File: config.mk
export PLATFORM = sky130hd
export DESIGN_NAME = umcls_top
export DESIGN_NICKNAME = d
export VERILOG_FILES = /design/src/umcls_pkg.sv /design/src/umcls_regs_if.sv /design/src/umcls_top.sv /design/src/umcls_sync.sv /design/src/umcls_axi_slave.sv
export SDC_FILE = /design/constraint.sdc
export NUM_CORES = 1
export LEC_CHECK = 0
export BUFFER_PORTS_ARGS = -buffer_cell sky130_fd_sc_hd__clkbuf_2
export CORE_AREA = 2 2 102 104
export DETAILED_ROUTE_END_ITERATION = 6
export DIE_AREA = 0 0 104 106
export HOLD_SLACK_MARGIN = 0.03
export MAX_ROUTING_LAYER = met4
export PLACE_DENSITY = 0.82
export SLEW_MARGIN = 20
export SYNTH_ARGS = -nofsm -noshare
export SYNTH_HDL_FRONTEND = slang
export SYNTH_HIERARCHICAL = 1
export SYNTH_SLANG_ARGS = --single-unit
File: constraint.sdc
create_clock -name clk -period 4 [get_ports clk]
set_input_delay 0.2 -clock clk [delete_from_list [all_inputs] [get_ports clk]]
set_output_delay 0.2 -clock clk [all_outputs]
set_load 0.03 [all_outputs]
File: src/umcls_pkg.sv
// Constants and decoding shared by the modem-control and line-status block
// Assumes a 32-bit AXI4-Lite bus with one register per aligned word
package umcls_pkg;
   // ----------------------------------------
   // Register indices (byte address is four times the index)
   // ----------------------------------------
   localparam int unsigned IDXW = 16;
   localparam int unsigned ADDRW = 18;
   localparam logic [15:0] FLOW_CTRL_IDX = 16'hffa3;
   localparam logic [15:0] MODEM_CTRL_IDX = 16'hffa4;
   localparam logic [15:0] LINE_STAT_IDX = 16'hffa5;
   localparam logic [15:0] MODEM_STAT_IDX = 16'hffa6;
   // ----------------------------------------
   // Field positions
   // ----------------------------------------
   localparam int unsigned MC_SRST = 0;
   localparam int unsigned MC_RXEN = 1;
   localparam int unsigned MC_LOOP = 2;
   localparam int unsigned MC_DTR = 4;
   localparam int unsigned MC_RTS = 5;
   localparam int unsigned MC_RING = 6;
   localparam int unsigned MC_CARRIER = 7;
   localparam int unsigned FC_RTSFL = 5;
   localparam int unsigned FC_DTRFL = 6;
   localparam int unsigned FC_485 = 7;
   // ----------------------------------------
   // Reset values and bus answers
   // ----------------------------------------
   localparam logic [7:0] MC_RST = 8'h00;
   localparam logic [7:0] FC_RST = 8'h00;
   localparam logic [3:0] ERR_RST = 4'h0;
   localparam logic PIN_IDLE = 1'b1;
   localparam logic [1:0] RESP_OK = 2'b00;
   localparam logic [1:0] RESP_SLVERR = 2'b10;
   // Answers whether an index names a register of this block
   function automatic logic umclsMapped(input logic [15:0] idx);
      return idx == FLOW_CTRL_IDX || idx == MODEM_CTRL_IDX ||
         idx == LINE_STAT_IDX || idx == MODEM_STAT_IDX;
   endfunction
endpackage

File: src/umcls_regs_if.sv
// Register access path between the bus slave and the block core
// Assumes both ends run on the same clock
`timescale 1ns/1ps
`default_nettype none
interface umcls_regs_if;
   logic wrEn;
   logic [15:0] wrIdx;
   logic [7:0] wrData;
   logic [15:0] rdIdx;
   logic [7:0] rdData;
   modport slave (output wrEn, wrIdx, wrData, rdIdx, input rdData);
   modport core (input wrEn, wrIdx, wrData, rdIdx, output rdData);
endinterface
`default_nettype wire

File: src/umcls_top.sv
// Modem-control and line-status logic of a UART
// Assumes one 100 MHz clock; events and levels from the UART core arrive
// on this clock, modem and serial pins arrive asynchronously
//
// Chosen here: the AXI4-Lite slave port.
`timescale 1ns/1ps
`default_nettype none
// Operation
// - Loop bit holds serial out high and feeds transmitter into receiver.
// - In loop-back, modem status bit 4 shows the DTR control bit.
// - In loop-back, modem status bit 5 shows the RTS control bit.
// - In loop-back, modem status bit 6 follows the loop ring value.
// - In loop-back, modem status bit 7 follows the loop carrier value.
// - Control bit 4 drives the DTR pin low when set.
// - Control bit 5 drives the RTS pin low when set.
// - DTR and RTS bits ignored under auto flow control or RS-485.
// - RS-485 enable selects RS-485; receiver enable bit matters only then.
// - Receive DMA halts while any error flag is set.
// - Overrun sets status bit 0 and the status interrupt.
// - Parity error sets status bit 1 and the status interrupt.
// - Framing error sets status bit 2 and the status interrupt.
// - Break sets status bit 3 and the status interrupt.
// - Error flags clear only by writing one; zero leaves them.
// - Bit 4 shows receive data held and raises receive interrupt.
// - Bit 5 shows transmit register empty, resets to one.
// - Bit 6 shows transmitter fully idle, resets to one.
module umcls_top (
   input wire logic clk,
   input wire logic nrst,
   // AXI4-Lite register port
   input wire logic awvalid,
   output var logic awready,
   input wire logic [17:0] awaddr,
   input wire logic wvalid,
   output var logic wready,
   input wire logic [31:0] wdata,
   input wire logic [3:0] wstrb,
   output var logic bvalid,
   input wire logic bready,
   output var logic [1:0] bresp,
   input wire logic arvalid,
   output var logic arready,
   input wire logic [17:0] araddr,
   output var logic rvalid,
   input wire logic rready,
   output var logic [31:0] rdata,
   output var logic [1:0] rresp,
   // Serial and modem pins
   input wire logic sin,
   output var logic sout,
   input wire logic ctsN,
   input wire logic dsrN,
   input wire logic dcdN,
   input wire logic riN,
   output var logic dtrN,
   output var logic rtsN,
   // UART core side
   input wire logic txSerial,
   output var logic rxSerial,
   output var logic rxEnable,
   input wire logic overrunEvt,
   input wire logic parityEvt,
   input wire logic framingEvt,
   input wire logic breakEvt,
   input wire logic rxFullIn,
   input wire logic txEmptyIn,
   input wire logic txIdleIn,
   input wire logic flowDtrReq,
   input wire logic flowRtsReq,
   input wire logic statusIrqEn,
   input wire logic rxIrqEn,
   input wire logic txIrqEn,
   output var logic [3:0] modemStatusHi,
   output var logic rxDmaHalt,
   output var logic statusIrq,
   output var logic rxIrq,
   output var logic txIrq,
   output var logic uartResetOut
);
   // ----------------------------------------
   // Bus slave and pin synchronisers
   // ----------------------------------------
   umcls_regs_if bus ();
   logic [4:0] pinSync;

   umcls_axi_slave uSlave (
      .clk(clk),
      .nrst(nrst),
      .awvalid(awvalid),
      .awready(awready),
      .awaddr(awaddr),
      .wvalid(wvalid),
      .wready(wready),
      .wdata(wdata),
      .wstrb(wstrb),
      .bvalid(bvalid),
      .bready(bready),
      .bresp(bresp),
      .arvalid(arvalid),
      .arready(arready),
      .araddr(araddr),
      .rvalid(rvalid),
      .rready(rready),
      .rdata(rdata),
      .rresp(rresp),
      .bus(bus.slave)
   );

   umcls_sync #(.W(5)) uSync (
      .clk(clk),
      .nrst(nrst),
      .d({dcdN, riN, dsrN, ctsN, sin}),
      .q(pinSync)
   );

   // ----------------------------------------
   // State
   // ----------------------------------------
   logic [7:0] modemCtrl_reg, modemCtrl_next;
   logic [7:0] flowCtrl_reg, flowCtrl_next;
   logic [3:0] errs_reg, errs_next;
   logic rxFull_reg, txEmpty_reg, txIdle_reg;

   // Soft reset bit restarts the UART state, ORed with the hard reset
   wire uartRst = !nrst || modemCtrl_reg[umcls_pkg::MC_SRST];

   // Write decode
   wire wrModemCtrl = bus.wrEn && bus.wrIdx == umcls_pkg::MODEM_CTRL_IDX;
   wire wrFcr = bus.wrEn && bus.wrIdx == umcls_pkg::FLOW_CTRL_IDX;
   wire wrLineStat = bus.wrEn && bus.wrIdx == umcls_pkg::LINE_STAT_IDX;

   // Control fields
   wire loopOn = modemCtrl_reg[umcls_pkg::MC_LOOP];
   wire rs485On = flowCtrl_reg[umcls_pkg::FC_485];
   wire autoFlow = flowCtrl_reg[umcls_pkg::FC_DTRFL] ||
      flowCtrl_reg[umcls_pkg::FC_RTSFL];
   wire txActive = !txIdle_reg;

   // Next values of the writable registers
   assign modemCtrl_next = wrModemCtrl ? bus.wrData : modemCtrl_reg;
   assign flowCtrl_next = wrFcr ? bus.wrData : flowCtrl_reg;

   // Error flags: set wins over a same-cycle clear, zeros leave flags
   wire [3:0] errEvt = {breakEvt, framingEvt, parityEvt, overrunEvt};
   wire [3:0] errClr = wrLineStat ? bus.wrData[3:0] : 4'h0;
   assign errs_next = (errs_reg & ~errClr) | errEvt;

   // ----------------------------------------
   // Read-back values
   // ----------------------------------------
   wire [7:0] lineStat = {1'b0, txIdle_reg, txEmpty_reg, rxFull_reg,
      errs_reg};
   wire [7:0] modemStat = {modemStatusHi, 4'h0};
   assign bus.rdData =
      bus.rdIdx == umcls_pkg::MODEM_CTRL_IDX ? modemCtrl_reg :
      bus.rdIdx == umcls_pkg::LINE_STAT_IDX ? lineStat :
      bus.rdIdx == umcls_pkg::MODEM_STAT_IDX ? modemStat :
      bus.rdIdx == umcls_pkg::FLOW_CTRL_IDX ? flowCtrl_reg : 8'h00;

   // ----------------------------------------
   // Pin and status next values
   // ----------------------------------------
   // Loop-back: out held high, transmitter feeds receiver
   wire soutNext = loopOn ? umcls_pkg::PIN_IDLE : txSerial;
   wire rxSerialNext = loopOn ? txSerial : pinSync[0];
   // Modem inputs cut off in loop-back; control bits take their place
   wire [3:0] msHiNext = loopOn ?
      {modemCtrl_reg[umcls_pkg::MC_CARRIER],
       modemCtrl_reg[umcls_pkg::MC_RING],
       modemCtrl_reg[umcls_pkg::MC_RTS], modemCtrl_reg[umcls_pkg::MC_DTR]}
      : ~pinSync[4:1];
   // DTR pin: idle in RS-485, flow logic under auto flow, else the bit
   wire dtrNNext = rs485On ? umcls_pkg::PIN_IDLE :
      autoFlow ? !flowDtrReq :
      !modemCtrl_reg[umcls_pkg::MC_DTR];
   // RTS pin: asserted while sending in RS-485
   wire rtsNNext = rs485On ? !txActive :
      autoFlow ? !flowRtsReq :
      !modemCtrl_reg[umcls_pkg::MC_RTS];
   // RS-485 receiver muted while sending unless receiver enable is set
   wire rxEnNext = !(rs485On && !modemCtrl_reg[umcls_pkg::MC_RXEN] &&
      txActive);

   // ----------------------------------------
   // Registers
   // ----------------------------------------
   // Control registers
   always_ff @(posedge clk) begin
      if (uartRst) begin
         modemCtrl_reg <= umcls_pkg::MC_RST;
         flowCtrl_reg <= umcls_pkg::FC_RST;
      end else begin
         modemCtrl_reg <= modemCtrl_next;
         flowCtrl_reg <= flowCtrl_next;
      end
   end

   // Line status flags and sampled levels
   always_ff @(posedge clk) begin
      if (uartRst) begin
         errs_reg <= umcls_pkg::ERR_RST;
         rxFull_reg <= 1'b0;
         txEmpty_reg <= 1'b1;
         txIdle_reg <= 1'b1;
      end else begin
         errs_reg <= errs_next;
         rxFull_reg <= rxFullIn;
         txEmpty_reg <= txEmptyIn;
         txIdle_reg <= txIdleIn && txEmptyIn;
      end
   end

   // Pins toward the line and the UART core
   always_ff @(posedge clk) begin
      if (uartRst) begin
         sout <= umcls_pkg::PIN_IDLE;
         rxSerial <= umcls_pkg::PIN_IDLE;
         dtrN <= umcls_pkg::PIN_IDLE;
         rtsN <= umcls_pkg::PIN_IDLE;
         rxEnable <= 1'b1;
         modemStatusHi <= 4'h0;
      end else begin
         sout <= soutNext;
         rxSerial <= rxSerialNext;
         dtrN <= dtrNNext;
         rtsN <= rtsNNext;
         rxEnable <= rxEnNext;
         modemStatusHi <= msHiNext;
      end
   end

   // DMA halt and interrupt requests
   always_ff @(posedge clk) begin
      if (uartRst) begin
         rxDmaHalt <= 1'b0;
         statusIrq <= 1'b0;
         rxIrq <= 1'b0;
         txIrq <= 1'b0;
      end else begin
         rxDmaHalt <= |errs_reg;
         statusIrq <= statusIrqEn && |errs_reg;
         rxIrq <= rxIrqEn && rxFull_reg;
         txIrq <= txIrqEn && txEmpty_reg;
      end
   end

   // Soft reset seen from outside, cleared by its own reset cycle
   always_ff @(posedge clk) begin
      if (!nrst) begin
         uartResetOut <= 1'b0;
      end else begin
         uartResetOut <= modemCtrl_reg[umcls_pkg::MC_SRST];
      end
   end
endmodule
`default_nettype wire

File: src/umcls_sync.sv
// Three-stage pin synchroniser, a change counts once stages two and three
// agree; assumes inputs idle high
`timescale 1ns/1ps
`default_nettype none
module umcls_sync #(
   parameter int W = 5
) (
   input wire logic clk,
   input wire logic nrst,
   input wire logic [W-1:0] d,
   output var logic [W-1:0] q
);
   genvar i;
   // One chain per input bit
   generate
      for (i = 0; i < W; i++) begin : gBit
         logic s1, s2, s3;
         always_ff @(posedge clk) begin
            if (!nrst) begin
               s1 <= umcls_pkg::PIN_IDLE;
               s2 <= umcls_pkg::PIN_IDLE;
               s3 <= umcls_pkg::PIN_IDLE;
               q[i] <= umcls_pkg::PIN_IDLE;
            end else begin
               s1 <= d[i];
               s2 <= s1;
               s3 <= s2;
               if (s2 == s3) q[i] <= s3;
            end
         end
      end
   endgenerate
endmodule
`default_nettype wire

File: src/umcls_axi_slave.sv
// AXI4-Lite slave for the byte-wide registers
// Assumes one write and one read at a time; data in the low byte
`timescale 1ns/1ps
`default_nettype none
module umcls_axi_slave (
   input wire logic clk,
   input wire logic nrst,
   input wire logic awvalid,
   output var logic awready,
   input wire logic [17:0] awaddr,
   input wire logic wvalid,
   output var logic wready,
   input wire logic [31:0] wdata,
   input wire logic [3:0] wstrb,
   output var logic bvalid,
   input wire logic bready,
   output var logic [1:0] bresp,
   input wire logic arvalid,
   output var logic arready,
   input wire logic [17:0] araddr,
   output var logic rvalid,
   input wire logic rready,
   output var logic [31:0] rdata,
   output var logic [1:0] rresp,
   umcls_regs_if.slave bus
);
   logic [15:0] awIdx_reg;
   logic [7:0] wByte_reg;
   logic wLane_reg;
   // ----------------------------------------
   // Decode
   // ----------------------------------------
   wire doWrite = !awready && !wready && !bvalid;
   wire arIdxOk = umcls_pkg::umclsMapped(araddr[17:2]);
   wire wrOk = umcls_pkg::umclsMapped(awIdx_reg);
   assign bus.wrEn = doWrite && wrOk && wLane_reg;
   assign bus.wrIdx = awIdx_reg;
   assign bus.wrData = wByte_reg;
   assign bus.rdIdx = araddr[17:2];
   // Write channels, taken in either order, answered after both
   always_ff @(posedge clk) begin
      if (!nrst) begin
         awready <= 1'b1;
         wready <= 1'b1;
         bvalid <= 1'b0;
         bresp <= umcls_pkg::RESP_OK;
         awIdx_reg <= '0;
         wByte_reg <= '0;
         wLane_reg <= 1'b0;
      end else begin
         if (awvalid && awready) begin
            awready <= 1'b0;
            awIdx_reg <= awaddr[17:2];
         end
         if (wvalid && wready) begin
            wready <= 1'b0;
            wByte_reg <= wdata[7:0];
            wLane_reg <= wstrb[0];
         end
         if (doWrite) begin
            bvalid <= 1'b1;
            bresp <= wrOk ? umcls_pkg::RESP_OK : umcls_pkg::RESP_SLVERR;
         end
         if (bvalid && bready) begin
            bvalid <= 1'b0;
            awready <= 1'b1;
            wready <= 1'b1;
         end
      end
   end
   // Read channel, data captured at the address handshake
   always_ff @(posedge clk) begin
      if (!nrst) begin
         arready <= 1'b1;
         rvalid <= 1'b0;
         rdata <= '0;
         rresp <= umcls_pkg::RESP_OK;
      end else if (arvalid && arready) begin
         arready <= 1'b0;
         rvalid <= 1'b1;
         rdata <= {24'h000000, arIdxOk ? bus.rdData : 8'h00};
         rresp <= arIdxOk ? umcls_pkg::RESP_OK : umcls_pkg::RESP_SLVERR;
      end else if (rvalid && rready) begin
         rvalid <= 1'b0;
         arready <= 1'b1;
      end
   end
endmodule
`default_nettype wire

## Word level (Yosys, flattened, before mapping)

Index checks and enable logic that the tools add are counted.

- Bitwise logic cells: 5
- Muxes and demuxes: 17
- Reduce and logical (&&, ||, !) cells: 42
- Equality and inequality tests: 13

Operator list:

| operator | number |
|---|---|
| equality test 16 bit, second input constant | 8 |
| two-way mux 8 bit | 5 |
| logical AND 1 bit | 18 |
| zero test 1 bit | 11 |
| logical OR 1 bit | 8 |
| two-way mux 1 bit | 8 |
| two-way mux 4 bit | 2 |
| inverter 4 bit | 2 |
| OR reduction 2 bit | 3 |
| equality test 1 bit | 5 |
| AND 4 bit | 1 |
| two-way mux 2 bit | 2 |
| OR 4 bit | 1 |
| OR reduction 4 bit | 1 |
| nonzero test 2 bit | 1 |
| inverter 1 bit | 1 |

- Flip-flop bits (word level): 99
- Input port bits: 97
- Word-level logic and storage cells: 125
- Output and inout port bits: 55

## Longest topological paths before layout

Gate-level depths: netlist of the first run.

- Depth after elaboration: 11
- Gate-level depth with buffers: 8
- Mapped depth without buffers: 7

## By module

The synthesis of the first run kept the hierarchy.

Modules (own cells, without submodules):

| module | cells each | instances | area each (um^2) | seq. area each (um^2) |
|---|---|---|---|---|
| umcls_axi_slave | 229 | 1 | 1971.9 | 800.8 |
| umcls_top | 192 | 1 | 1666.6 | 740.7 |
| umcls_sync | 52 | 1 | 619.3 | 400.4 |

## Least setup slack after synthesis of the first run

OpenSTA, ideal clock, no wires.

- Path kind: reg-to-reg
- Start point: register uSlave.bvalid
- End point: register flowCtrl_reg[4]
- Path slack: 1.536 ns
- Library setup time: 0.132 ns
- Buffers on the path: 1
- Arrival time: 2.332 ns
- Period minus slack after synthesis: 2.464 ns
- Stages on the path, launching flop included: 9
- Required time: 3.868 ns
- Cells stage by stage: dfxtp_1 or3_1 nor3_1 and3_1 nand4_1 or4_1 buf_2 o21ai_1 a21oi_1

- Word-level cells in the longest chain between the ends: 5

RTL lines:

| what | RTL line | text |
|---|---|---|
| start, declared | umcls_axi_slave.sv:15 | `output var logic bvalid,` |
| start signal, assigned | umcls_axi_slave.sv:45 | `bvalid <= 1'b0;` |
| start signal, assigned | umcls_axi_slave.sv:61 | `bvalid <= 1'b1;` |
| start signal, assigned | umcls_axi_slave.sv:65 | `bvalid <= 1'b0;` |
| zero test 1 bit | umcls_axi_slave.sv:33 | `wire doWrite = !awready && !wready && !bvalid;` |
| logical AND 1 bit | umcls_axi_slave.sv:33 |  |
| logical AND 1 bit (2 in series) | umcls_axi_slave.sv:36 | `assign bus.wrEn = doWrite && wrOk && wLane_reg;` |
| via bus.wrEn | umcls_regs_if.sv:6 | `logic wrEn;` |
| logical AND 1 bit | umcls_top.sv:129 | `wire wrFcr = bus.wrEn && bus.wrIdx == umcls_pkg::FLOW_CTRL_IDX;` |
| end signal, assigned | umcls_top.sv:191 | `flowCtrl_reg <= umcls_pkg::FC_RST;` |
| end signal, assigned | umcls_top.sv:194 | `flowCtrl_reg <= flowCtrl_next;` |
| end, declared | umcls_top.sv:120 | `logic [7:0] flowCtrl_reg, flowCtrl_next;` |

The timed path passes the listed nets, and every way through them passes these cells.
A chain may end at the register's enable or synchronous reset.

## Final worst setup path of the first run

- Start point: register uSlave.wready
- End point: register flowCtrl_reg[0]

- Word-level cells in the longest chain between the ends: 6

RTL lines:

| what | RTL line | text |
|---|---|---|
| start, declared | umcls_axi_slave.sv:12 | `output var logic wready,` |
| start signal, assigned | umcls_axi_slave.sv:44 | `wready <= 1'b1;` |
| start signal, assigned | umcls_axi_slave.sv:56 | `wready <= 1'b0;` |
| start signal, assigned | umcls_axi_slave.sv:67 | `wready <= 1'b1;` |
| zero test 1 bit | umcls_axi_slave.sv:33 |  |
| logical AND 1 bit (2 in series) | umcls_axi_slave.sv:33 |  |
| logical AND 1 bit (2 in series) | umcls_axi_slave.sv:36 |  |
| via bus.wrEn | umcls_regs_if.sv:6 |  |
| logical AND 1 bit | umcls_top.sv:129 |  |

The timed path passes the listed nets, and every way through them passes these cells.

==> flow_metrics.env, run 1 <==
export IMPL_run_status="completed"
export IMPL_drt_initial_drc_count=243
export IMPL_yosysTopAreaCell="dfxtp_1"
export IMPL_core_area_um2=10000
export IMPL_cts_tree="built"
export IMPL_wire_per_inst_um=12.97
export IMPL_powerDensity_nw_per_um2=382.4
export IMPL_antenna_found_initial=0
export IMPL_syn_avg_cell_area_um2=9.002
export IMPL_cts_buffer_depth=2
export IMPL_synth_area_um2=4258
export IMPL_slowest_delay_ns=0.95
export IMPL_mostFrequentLayoutCells="97 x dfxtp_1, 94 x clkbuf_2, 65 x nand2_1"
export IMPL_max_slew_margin_rel=0.3400
export IMPL_num_fill_cells=962
export IMPL_hold_buffers=7
export IMPL_worstMarginPinSlew_ns=0.9819
export IMPL_cp_required_ns=4.28
export IMPL_grt_busiest_layer="met2"
export IMPL_drt_antenna_violating_nets=0
export IMPL_fin_util=0.4839
export IMPL_syn_to_final_growth_pct=13.64
export IMPL_io_buffers=94
export IMPL_yosysSeqAreaShare=0.4561
export IMPL_synth_cell_types=48
export IMPL_crit_type="flip-flop to flip-flop"
export IMPL_io_pins=152
export IMPL_path_clk_slew_ns=0.09
export IMPL_die_area_um2=11020
export IMPL_met3_usage=0.04353
export IMPL_cp_start_kind="flip-flop"
export IMPL_gp_congestion=0.8502
export IMPL_hpwl_mm=6.726
export IMPL_clock_latency_ns=0.36
export IMPL_rsz0062_at_grt="no"
export IMPL_grt_start_max_net_pins=42
export IMPL_hold_viol=0
export IMPL_power_frac_clock=0.339
export IMPL_rows=37
export IMPL_synth_area_leaders="dfxtp_1 46%, buf_4 7.4%, nand2_1 5.7%, a21boi_1 4.6%, a21oi_1 3.5%"
export IMPL_drive_gt1_frac=0.2609
export IMPL_p_switching_uw=489.0
export IMPL_final_area_um2=4838
export IMPL_dp_cells=665
export IMPL_netlist_area_leader_share=0.4561
export IMPL_vias_per_cell=4.884
export IMPL_grt_first_pass_wirelength_mm=14.73
export IMPL_power_share_sequential=0.555
export IMPL_wirelength_mm=8.923
export IMPL_first_pass_iters=4
export IMPL_p_sw_frac=0.2643
export IMPL_synth_cells=473
export IMPL_place_area_um2=4574
export IMPL_cp_arrival_ns=3.30
export IMPL_path_max_fanout=14
export IMPL_comb_power_share=0.106
export IMPL_skew_ns=0.008721
export IMPL_drc=0
export IMPL_post_cts_resize_count=0
export IMPL_die_h_um=106
export IMPL_synth_seq_cells=97
export IMPL_post_cts_buffers=0
export IMPL_min_period_ns=3.018
export IMPL_largest_reg_flops=16
export IMPL_final_common_cell="dfxtp_1"
export IMPL_grt_pass1_vias=3145
export IMPL_p_int_mw=1.361
export IMPL_critPathBufInv=0
export IMPL_start_util=0.4258
export IMPL_cts_sinks=97
export IMPL_finalCritPeriodShare=0.7544
export IMPL_drv_slew=0
export IMPL_die_w_um=104
export IMPL_cpMaxStageDelayCell="nor4_2"
export IMPL_gr_usage_met2=0.2528
export IMPL_numCtsBuffers=9
export IMPL_track_usage=0.1682
export IMPL_crit_chain="or3_1 > nor3_1 > and3_1 > nand4_1 > nor4_2 > nand3_1 > a21oi_1"
export IMPL_diodes=0
export IMPL_grtUsageMet1=0.2195
export IMPL_power_mw=1.850
export IMPL_path_delay_family="simple AND/OR/NAND/NOR gates"
export IMPL_h_tree_depth=3
export IMPL_synth_edf_count=0
export IMPL_nets=644
export IMPL_via_count=3360
export IMPL_vdd_ir_drop_worst_mv=0.1513
export IMPL_hold_class="input port to flip-flop"
export IMPL_root_buffer="clkbuf_8"
export IMPL_drv_cap=0
export IMPL_tns_ns=0
export IMPL_cp_end_kind="flip-flop"
export IMPL_synthArstFlopShare=0
export IMPL_grt_ovfl_total=0
export IMPL_yosysWarnings=6
export IMPL_power_leakage_nw=1.929
export IMPL_finalNonFillerCells=688
export IMPL_clock_fmax_mhz=331.4
export IMPL_synthFlopType="dfxtp_1"
export IMPL_setup_viol=0
metal layers:
layer | share of wire | up-vias
li1 | - | 1716
met1 | 0.47 | 1525
met2 | 0.45 | 100
met3 | 0.057 | 19
met4 | 0.019 | 0
met5 | 0 | -
per-stage QoR:
| stage | hold WS (ns) | setup slack (ns) |
|---|---|---|
| final | 0.04137 | 0.9825 |
| after global placement | 0.3807 | 1.071 |
| after detailed placement | 0.3855 | 1.022 |
| after floorplan | 0.3004 | 1.536 |
| after CTS | 0.03112 | 0.9937 |
| after global routing | 0.03070 | 0.6699 |
cell usage after synthesis (3+ instances only):
cell type,n
nand2_1,65
nand3_1,27
buf_2,4
o21ai_1,18
a21boi_1,26
nor2_1,25
a21boi_0,3
inv_1,3
o21ai_0,5
buf_6,3
nand2b_1,14
nand4b_1,4
a21oi_1,30
buf_4,42
nand2b_2,6
nor3b_1,4
o31ai_2,8
a22o_1,3
or3_1,6
and3_1,4
a22oi_1,8
nand4_1,5
nor2b_1,6
o21ai_2,5
and2_1,6
clkbuf_1,13
dfxtp_1,97
mux2_2,9
layout make-up:
| type | instances | area (um^2) | share of cell area |
|---|---|---|---|
| Multi-Input combinational cell | 334 | 1973 | 0.4078 |
| Sequential cell | 97 | 1942 | 0.4013 |
| Timing Repair Buffer | 102 | 548.0 | 0.1133 |
| Tap cell | 136 | 170.2 | 0.03517 |
| Clock buffer | 10 | 127.6 | 0.02638 |
| Clock inverter | 6 | 66.31 | 0.01371 |
| Inverter | 3 | 11.26 | 0.002327 |
worst register-to-register path, cell delays in order, from the launching register on:
cell	delay, ns
dfxtp_1	0.43
or3_1	0.44
nor3_1	0.26
and3_1	0.19
nand4_1	0.28
nor4_2	0.95
nand3_1	0.19
a21oi_1	0.20
worst paths after layout:
check                              startpoint                            to  slack, ns  cells after the start
hold reg to reg   uSync/gBit[3].s1$_SDFF_PN1_   uSync/gBit[3].s2$_SDFF_PN1_       0.41                      1
setup / recovery   uSlave/wready$_SDFFE_PP1P_  flowCtrl_reg[0]$_SDFFE_PP0P_       0.98                      7
hold / removal                      txEmptyIn        txEmpty_reg$_SDFF_PP1_       0.04                      2
setup reg to reg   uSlave/wready$_SDFFE_PP1P_  flowCtrl_reg[0]$_SDFFE_PP0P_       0.98                      7
power by group through the flow:
stage / clock [mW] / combinational, mW / sequential, mW
final: 0.628 / 0.196 / 1.03
after global routing: 0.685 / 0.215 / 1.03
after global placement: 0 / 0.187 / 1.05
after CTS: 0.640 / 0.197 / 1.03
after detailed placement: 0 / 0.191 / 1.05
after floorplan: 0 / 0.150 / 1.05
kinds of logic (layout without fill, tap and decap cells):
| kind of cell | count (synthesis) | count (layout) | share of synthesized area |
|---|---|---|---|
| other cells | 1 | 26 | 0.0008807 |
| simple gates | 185 | 185 | 0.2274 |
| compound gates | 112 | 112 | 0.1845 |
| mux | 11 | 11 | 0.02851 |
| buf+inv | 67 | 121 | 0.1026 |
| flops | 97 | 97 | 0.4561 |
(Power assumes the default switching activity.)
==> inputs of run 2 (changes only) <==
clock period = 2.9 ns   (was 4 ns; I/O delays follow)
==> run 2 against run 1 <==
Net effect: total power grew 47%; clock skew shrank 0.0012 ns; flip-flop and latch count is the same; global-route usage grew 1.2 points; cell area grew 7.2%; core utilization grew 3.5 points; setup slack lost 0.61 ns; maximum frequency grew 19%; clock power grew 59%; via count grew 5.6%; non-clock buffer count grew 32; largest power group unchanged.
==> flow_metrics.env, run 2 (synthesis results as in run 1) <==
export IMPL_diodes=0
export IMPL_start_util=0.4258
export IMPL_setup_viol=0
export IMPL_die_area_um2=11020
export IMPL_p_int_mw=2.024
export IMPL_power_leakage_nw=2.086
export IMPL_p_switching_uw=695.0
export IMPL_antenna_found_initial=0
export IMPL_hold_class="input port to flip-flop"
export IMPL_nets=676
export IMPL_drv_slew=0
export IMPL_drc=0
export IMPL_post_cts_buffers=0
export IMPL_comb_power_share=0.112
export IMPL_cpMaxStageDelayCell="or4_1"
export IMPL_root_buffer="clkbuf_8"
export IMPL_slowest_delay_ns=0.72
export IMPL_grt_start_max_net_pins=41
export IMPL_syn_to_final_growth_pct=21.86
export IMPL_numCtsBuffers=9
export IMPL_crit_type="flip-flop to flip-flop"
export IMPL_power_frac_clock=0.368
export IMPL_cts_sinks=97
export IMPL_hpwl_mm=6.981
export IMPL_track_usage=0.1806
export IMPL_max_slew_margin_rel=0.3493
export IMPL_path_delay_family="simple AND/OR/NAND/NOR gates"
export IMPL_min_period_ns=2.531
export IMPL_gp_congestion=0.8308
export IMPL_rows=37
export IMPL_path_clk_slew_ns=0.09
export IMPL_drv_cap=0
export IMPL_hold_viol=0
export IMPL_clock_latency_ns=0.36
export IMPL_die_h_um=106
export IMPL_finalNonFillerCells=720
export IMPL_drive_gt1_frac=0.2551
export IMPL_vdd_ir_drop_worst_mv=0.2670
export IMPL_wire_per_inst_um=13.29
export IMPL_path_max_fanout=8
export IMPL_cp_required_ns=3.15
export IMPL_final_common_cell="dfxtp_1"
export IMPL_skew_ns=0.007543
export IMPL_drt_initial_drc_count=168
export IMPL_die_w_um=104
export IMPL_fin_util=0.5189
export IMPL_via_count=3548
export IMPL_cts_buffer_depth=2
export IMPL_grt_pass1_vias=3423
export IMPL_finalCritPeriodShare=0.8726
export IMPL_powerDensity_nw_per_um2=524.0
export IMPL_clock_fmax_mhz=395.2
export IMPL_drt_antenna_violating_nets=0
export IMPL_post_cts_resize_count=0
export IMPL_vias_per_cell=4.928
export IMPL_power_mw=2.719
export IMPL_run_status="completed"
export IMPL_grt_first_pass_wirelength_mm=15.78
export IMPL_cp_arrival_ns=2.78
export IMPL_num_fill_cells=953
export IMPL_dp_cells=669
export IMPL_cp_end_kind="flip-flop"
export IMPL_rsz0062_at_grt="no"
export IMPL_h_tree_depth=3
export IMPL_tns_ns=0
export IMPL_critPathBufInv=0
export IMPL_io_pins=152
export IMPL_hold_slack_ns=0.03963
export IMPL_cp_start_kind="flip-flop"
export IMPL_grt_ovfl_total=0
export IMPL_p_sw_frac=0.2556
export IMPL_worstMarginPinSlew_ns=0.9740
export IMPL_io_buffers=94
export IMPL_largest_reg_flops=16
export IMPL_wirelength_mm=9.568
export IMPL_mostFrequentLayoutCells="97 x dfxtp_1, 94 x clkbuf_2, 65 x nand2_1"
export IMPL_crit_chain="nand3b_1 > a2111oi_1 > and3_1 > nand4_1 > or4_1 > o21ai_1 > a21oi_1"
export IMPL_first_pass_iters=5
export IMPL_cts_tree="built"
export IMPL_power_share_sequential=0.520
export IMPL_core_area_um2=10000
run 2: cell types whose count changed in the layout (fill, tap and decap cells not counted), sizes merged:
cell / delta
inv: +2
clkinvlp: -1
dlygate4sd3: +28
bufinv: +1
buf: +4
clkinv: -2
run 2: layout make-up:
type,instances,area (um^2),area share
Timing Repair Buffer,134,858.3,0.1654
Multi-Input combinational cell,334,1973,0.3803
Clock inverter,6,96.34,0.01857
Tap cell,136,170.2,0.03279
Clock buffer,10,137.6,0.02653
Sequential cell,97,1942,0.3742
Inverter,3,11.26,0.002170
run 2: final timing paths:
path | from | end | slack, ns | depth (start not counted)
setup / recovery | uSlave/bus.wrIdx[0]$_SDFFE_PN0P_ | flowCtrl_reg[1]$_SDFFE_PP0P_ | 0.37 | 7
hold / removal | wdata[1] | uSlave/bus.wrData[1]$_SDFFE_PN0P_ | 0.04 | 3
setup reg to reg | uSlave/bus.wrIdx[0]$_SDFFE_PN0P_ | flowCtrl_reg[1]$_SDFFE_PP0P_ | 0.37 | 7
hold reg to reg | uSync/gBit[4].s1$_SDFF_PN1_ | uSync/gBit[4].s2$_SDFF_PN1_ | 0.41 | 1
run 2: what timing repair did:
item                                   4_1_cts  5_1_grt
endpoints found under the hold margin       36        0
setup endpoints to repair                    0        0
hold buffers                                35        0
run 2: layer usage:
metal	routed length (um)	global-route usage	vias up
met4	177	0.06467	0
met5	0	-	-
met3	546	0.04231	13
met2	4490	0.2904	122
met1	4353	0.2234	1632
li1	-	-	1781
run 2: power by group through the flow:
| stage | clock network [mW] | logic [mW] | registers (mW) |
|---|---|---|---|
| finish | 0.999 | 0.305 | 1.41 |
| global route | 1.08 | 0.334 | 1.42 |
| CTS | 1.03 | 0.306 | 1.41 |
| detailed placement | 0 | 0.269 | 1.44 |
| global placement | 0 | 0.262 | 1.44 |
| floorplan | 0 | 0.207 | 1.45 |
run 2: through the flow:
stage | instance area (um^2) | setup WS, ns
2_1_floorplan | 4352 | 0.4356
3_5_place_dp | 4604 | 0.3436
5_1_grt | 5189 | 0.05030
4_1_cts | 5189 | 0.3616
3_3_place_gp | 4604 | 0.4088
6_report | 5189 | 0.3694
run 2: worst reg2reg max path, stage by stage (launching register included):
cell and delay [ns]:
dfxtp_1 0.47, nand3b_1 0.11, a2111oi_1 0.44, and3_1 0.21, nand4_1 0.18, or4_1 0.72, o21ai_1 0.21, a21oi_1 0.08
==> inputs of run 3 (changes only) <==
CTS_BUF_LIST = sky130_fd_sc_hd__clkbuf_16   (was default)
==> run 3 against run 2 <==
Net effect: non-clock buffer count down 22; count of clock-buffer cells in the layout shrank 1; critical path depth is the same; final cell count shrank 3.1%; combinational power fell by 7.2%; total power grew 9.6%; largest cell class unchanged.
==> flow_metrics.env, run 3 (synthesis results as in run 1) <==
export IMPL_skew_ns=0.006856
export IMPL_multi_input_area_um2=1973
export IMPL_root_buffer="clkbuf_16"
export IMPL_clock_fmax_mhz=393.3
export IMPL_cts_tree="built"
export IMPL_finalNonFillerCells=698
export IMPL_drt_initial_drc_count=156
export IMPL_die_h_um=106
export IMPL_setup_viol=0
export IMPL_mostFrequentLayoutCells="97 x dfxtp_1, 94 x clkbuf_2, 65 x nand2_1"
export IMPL_min_period_ns=2.543
export IMPL_antenna_found_initial=0
export IMPL_drv_slew=0
export IMPL_wire_per_inst_um=13.59
export IMPL_drc=0
export IMPL_die_area_um2=11020
export IMPL_dp_cells=669
export IMPL_grt_pass1_vias=3324
export IMPL_max_slew_margin_rel=0.3305
export IMPL_die_w_um=104
export IMPL_first_pass_iters=4
export IMPL_path_max_fanout=8
export IMPL_path_clk_slew_ns=0.07
export IMPL_diodes=0
export IMPL_io_pins=152
export IMPL_core_area_um2=10000
export IMPL_vdd_ir_drop_worst_mv=0.3226
export IMPL_h_tree_depth=3
export IMPL_via_count=3442
export IMPL_finalCritPeriodShare=0.8768
export IMPL_rows=37
export IMPL_worstMarginPinSlew_ns=1.002
export IMPL_drt_antenna_violating_nets=0
export IMPL_largest_reg_flops=16
export IMPL_nets=654
export IMPL_hold_viol=0
export IMPL_drive_gt1_frac=0.2633
export IMPL_cp_end_kind="flip-flop"
export IMPL_drv_cap=0
export IMPL_run_status="completed"
export IMPL_hold_class="input port to flip-flop"
export IMPL_cts_buffer_depth=2
export IMPL_register_area_um2=1942
export IMPL_io_buffers=94
export IMPL_track_usage=0.1773
export IMPL_cp_required_ns=3.12
export IMPL_start_util=0.4258
export IMPL_crit_type="flip-flop to flip-flop"
export IMPL_gp_congestion=0.8308
export IMPL_grt_ovfl_total=0
export IMPL_clock_latency_ns=0.34
export IMPL_hpwl_mm=6.981
export IMPL_num_fill_cells=966
export IMPL_numCtsBuffers=9
export IMPL_grt_first_pass_wirelength_mm=15.48
export IMPL_syn_to_final_growth_pct=18.84
export IMPL_vias_per_cell=4.931
export IMPL_cts_sinks=97
export IMPL_power_leakage_nw=2.035
export IMPL_powerDensity_nw_per_um2=588.8
export IMPL_hold_slack_ns=0.03181
export IMPL_cp_arrival_ns=2.76
export IMPL_post_cts_resize_count=0
export IMPL_rsz0062_at_grt="no"
export IMPL_tns_ns=0
export IMPL_r2r_slack_ns=0.36
export IMPL_cp_start_kind="flip-flop"
export IMPL_final_common_cell="dfxtp_1"
export IMPL_wirelength_mm=9.484
export IMPL_power_mw=2.979
export IMPL_grt_start_max_net_pins=41
==> run 3: path summary, 6_finish.rpt <==
path | depth (start not counted) | to | start
worst max-delay path | 7 | flowCtrl_reg[1]$_SDFFE_PP0P_ | uSlave/bus.wrIdx[0]$_SDFFE_PN0P_
worst min-delay path | 3 | uSlave/bus.wrIdx[12]$_SDFFE_PN0P_ | awaddr[14]
worst max register to register | 7 | flowCtrl_reg[1]$_SDFFE_PP0P_ | uSlave/bus.wrIdx[0]$_SDFFE_PN0P_
worst min register to register | 1 | uSync/gBit[3].s2$_SDFF_PN1_ | uSync/gBit[3].s1$_SDFF_PN1_
==> run 3: power by group <==
| group | total (mW) | leakage, nW | switching, mW | internal [mW] |
|---|---|---|---|---|
| sequential | 1.41 | 0.794 | 0.0363 | 1.38 |
| combinational | 0.283 | 1.08 | 0.177 | 0.106 |
| clock | 1.28 | 0.156 | 0.517 | 0.765 |
| total | 2.98 | 2.03 | 0.730 | 2.25 |
==> run 3: per-layer routing <==
metal	vias to the layer above	part of all wire	wire length, um	global-route usage
li1	1743	-	-	-
met1	1581	0.46	4382	0.2218
met2	107	0.46	4378	0.2834
met3	11	0.058	546	0.03679
met4	0	0.019	176	0.06853
met5	-	0	0	-
==> run 3: cell type report <==
cell class,instances,area share
Sequential cell,97,0.3838
Timing Repair Buffer,112,0.1261
Inverter,3,0.002226
Multi-Input combinational cell,334,0.3900
Clock buffer,9,0.04451
Tap cell,136,0.03363
Clock inverter,7,0.01978
==> run 3: timing repair <==
item,in CTS,in global routing
endpoints found under the hold margin,13,0
hold buffers,13,0
setup buffers,0,0
==> run 3: stage by stage <==
stage          setup WS, ns  cell area, um^2    util
2_1_floorplan        0.4356             4352       -
3_3_place_gp         0.4088             4604  0.4605
3_5_place_dp         0.3436             4604  0.4605
4_1_cts              0.3550             5060  0.5060
5_1_grt             0.07690             5060  0.5060
6_report             0.3573             5060  0.5060
==> run 3: critical path, stage by stage, from the launching register on <==
cell and delay, ns:
dfxtp_1 0.46, nand3b_1 0.11, a2111oi_1 0.45, and3_1 0.21, nand4_1 0.18, or4_1 0.72, o21ai_1 0.20, a21oi_1 0.08
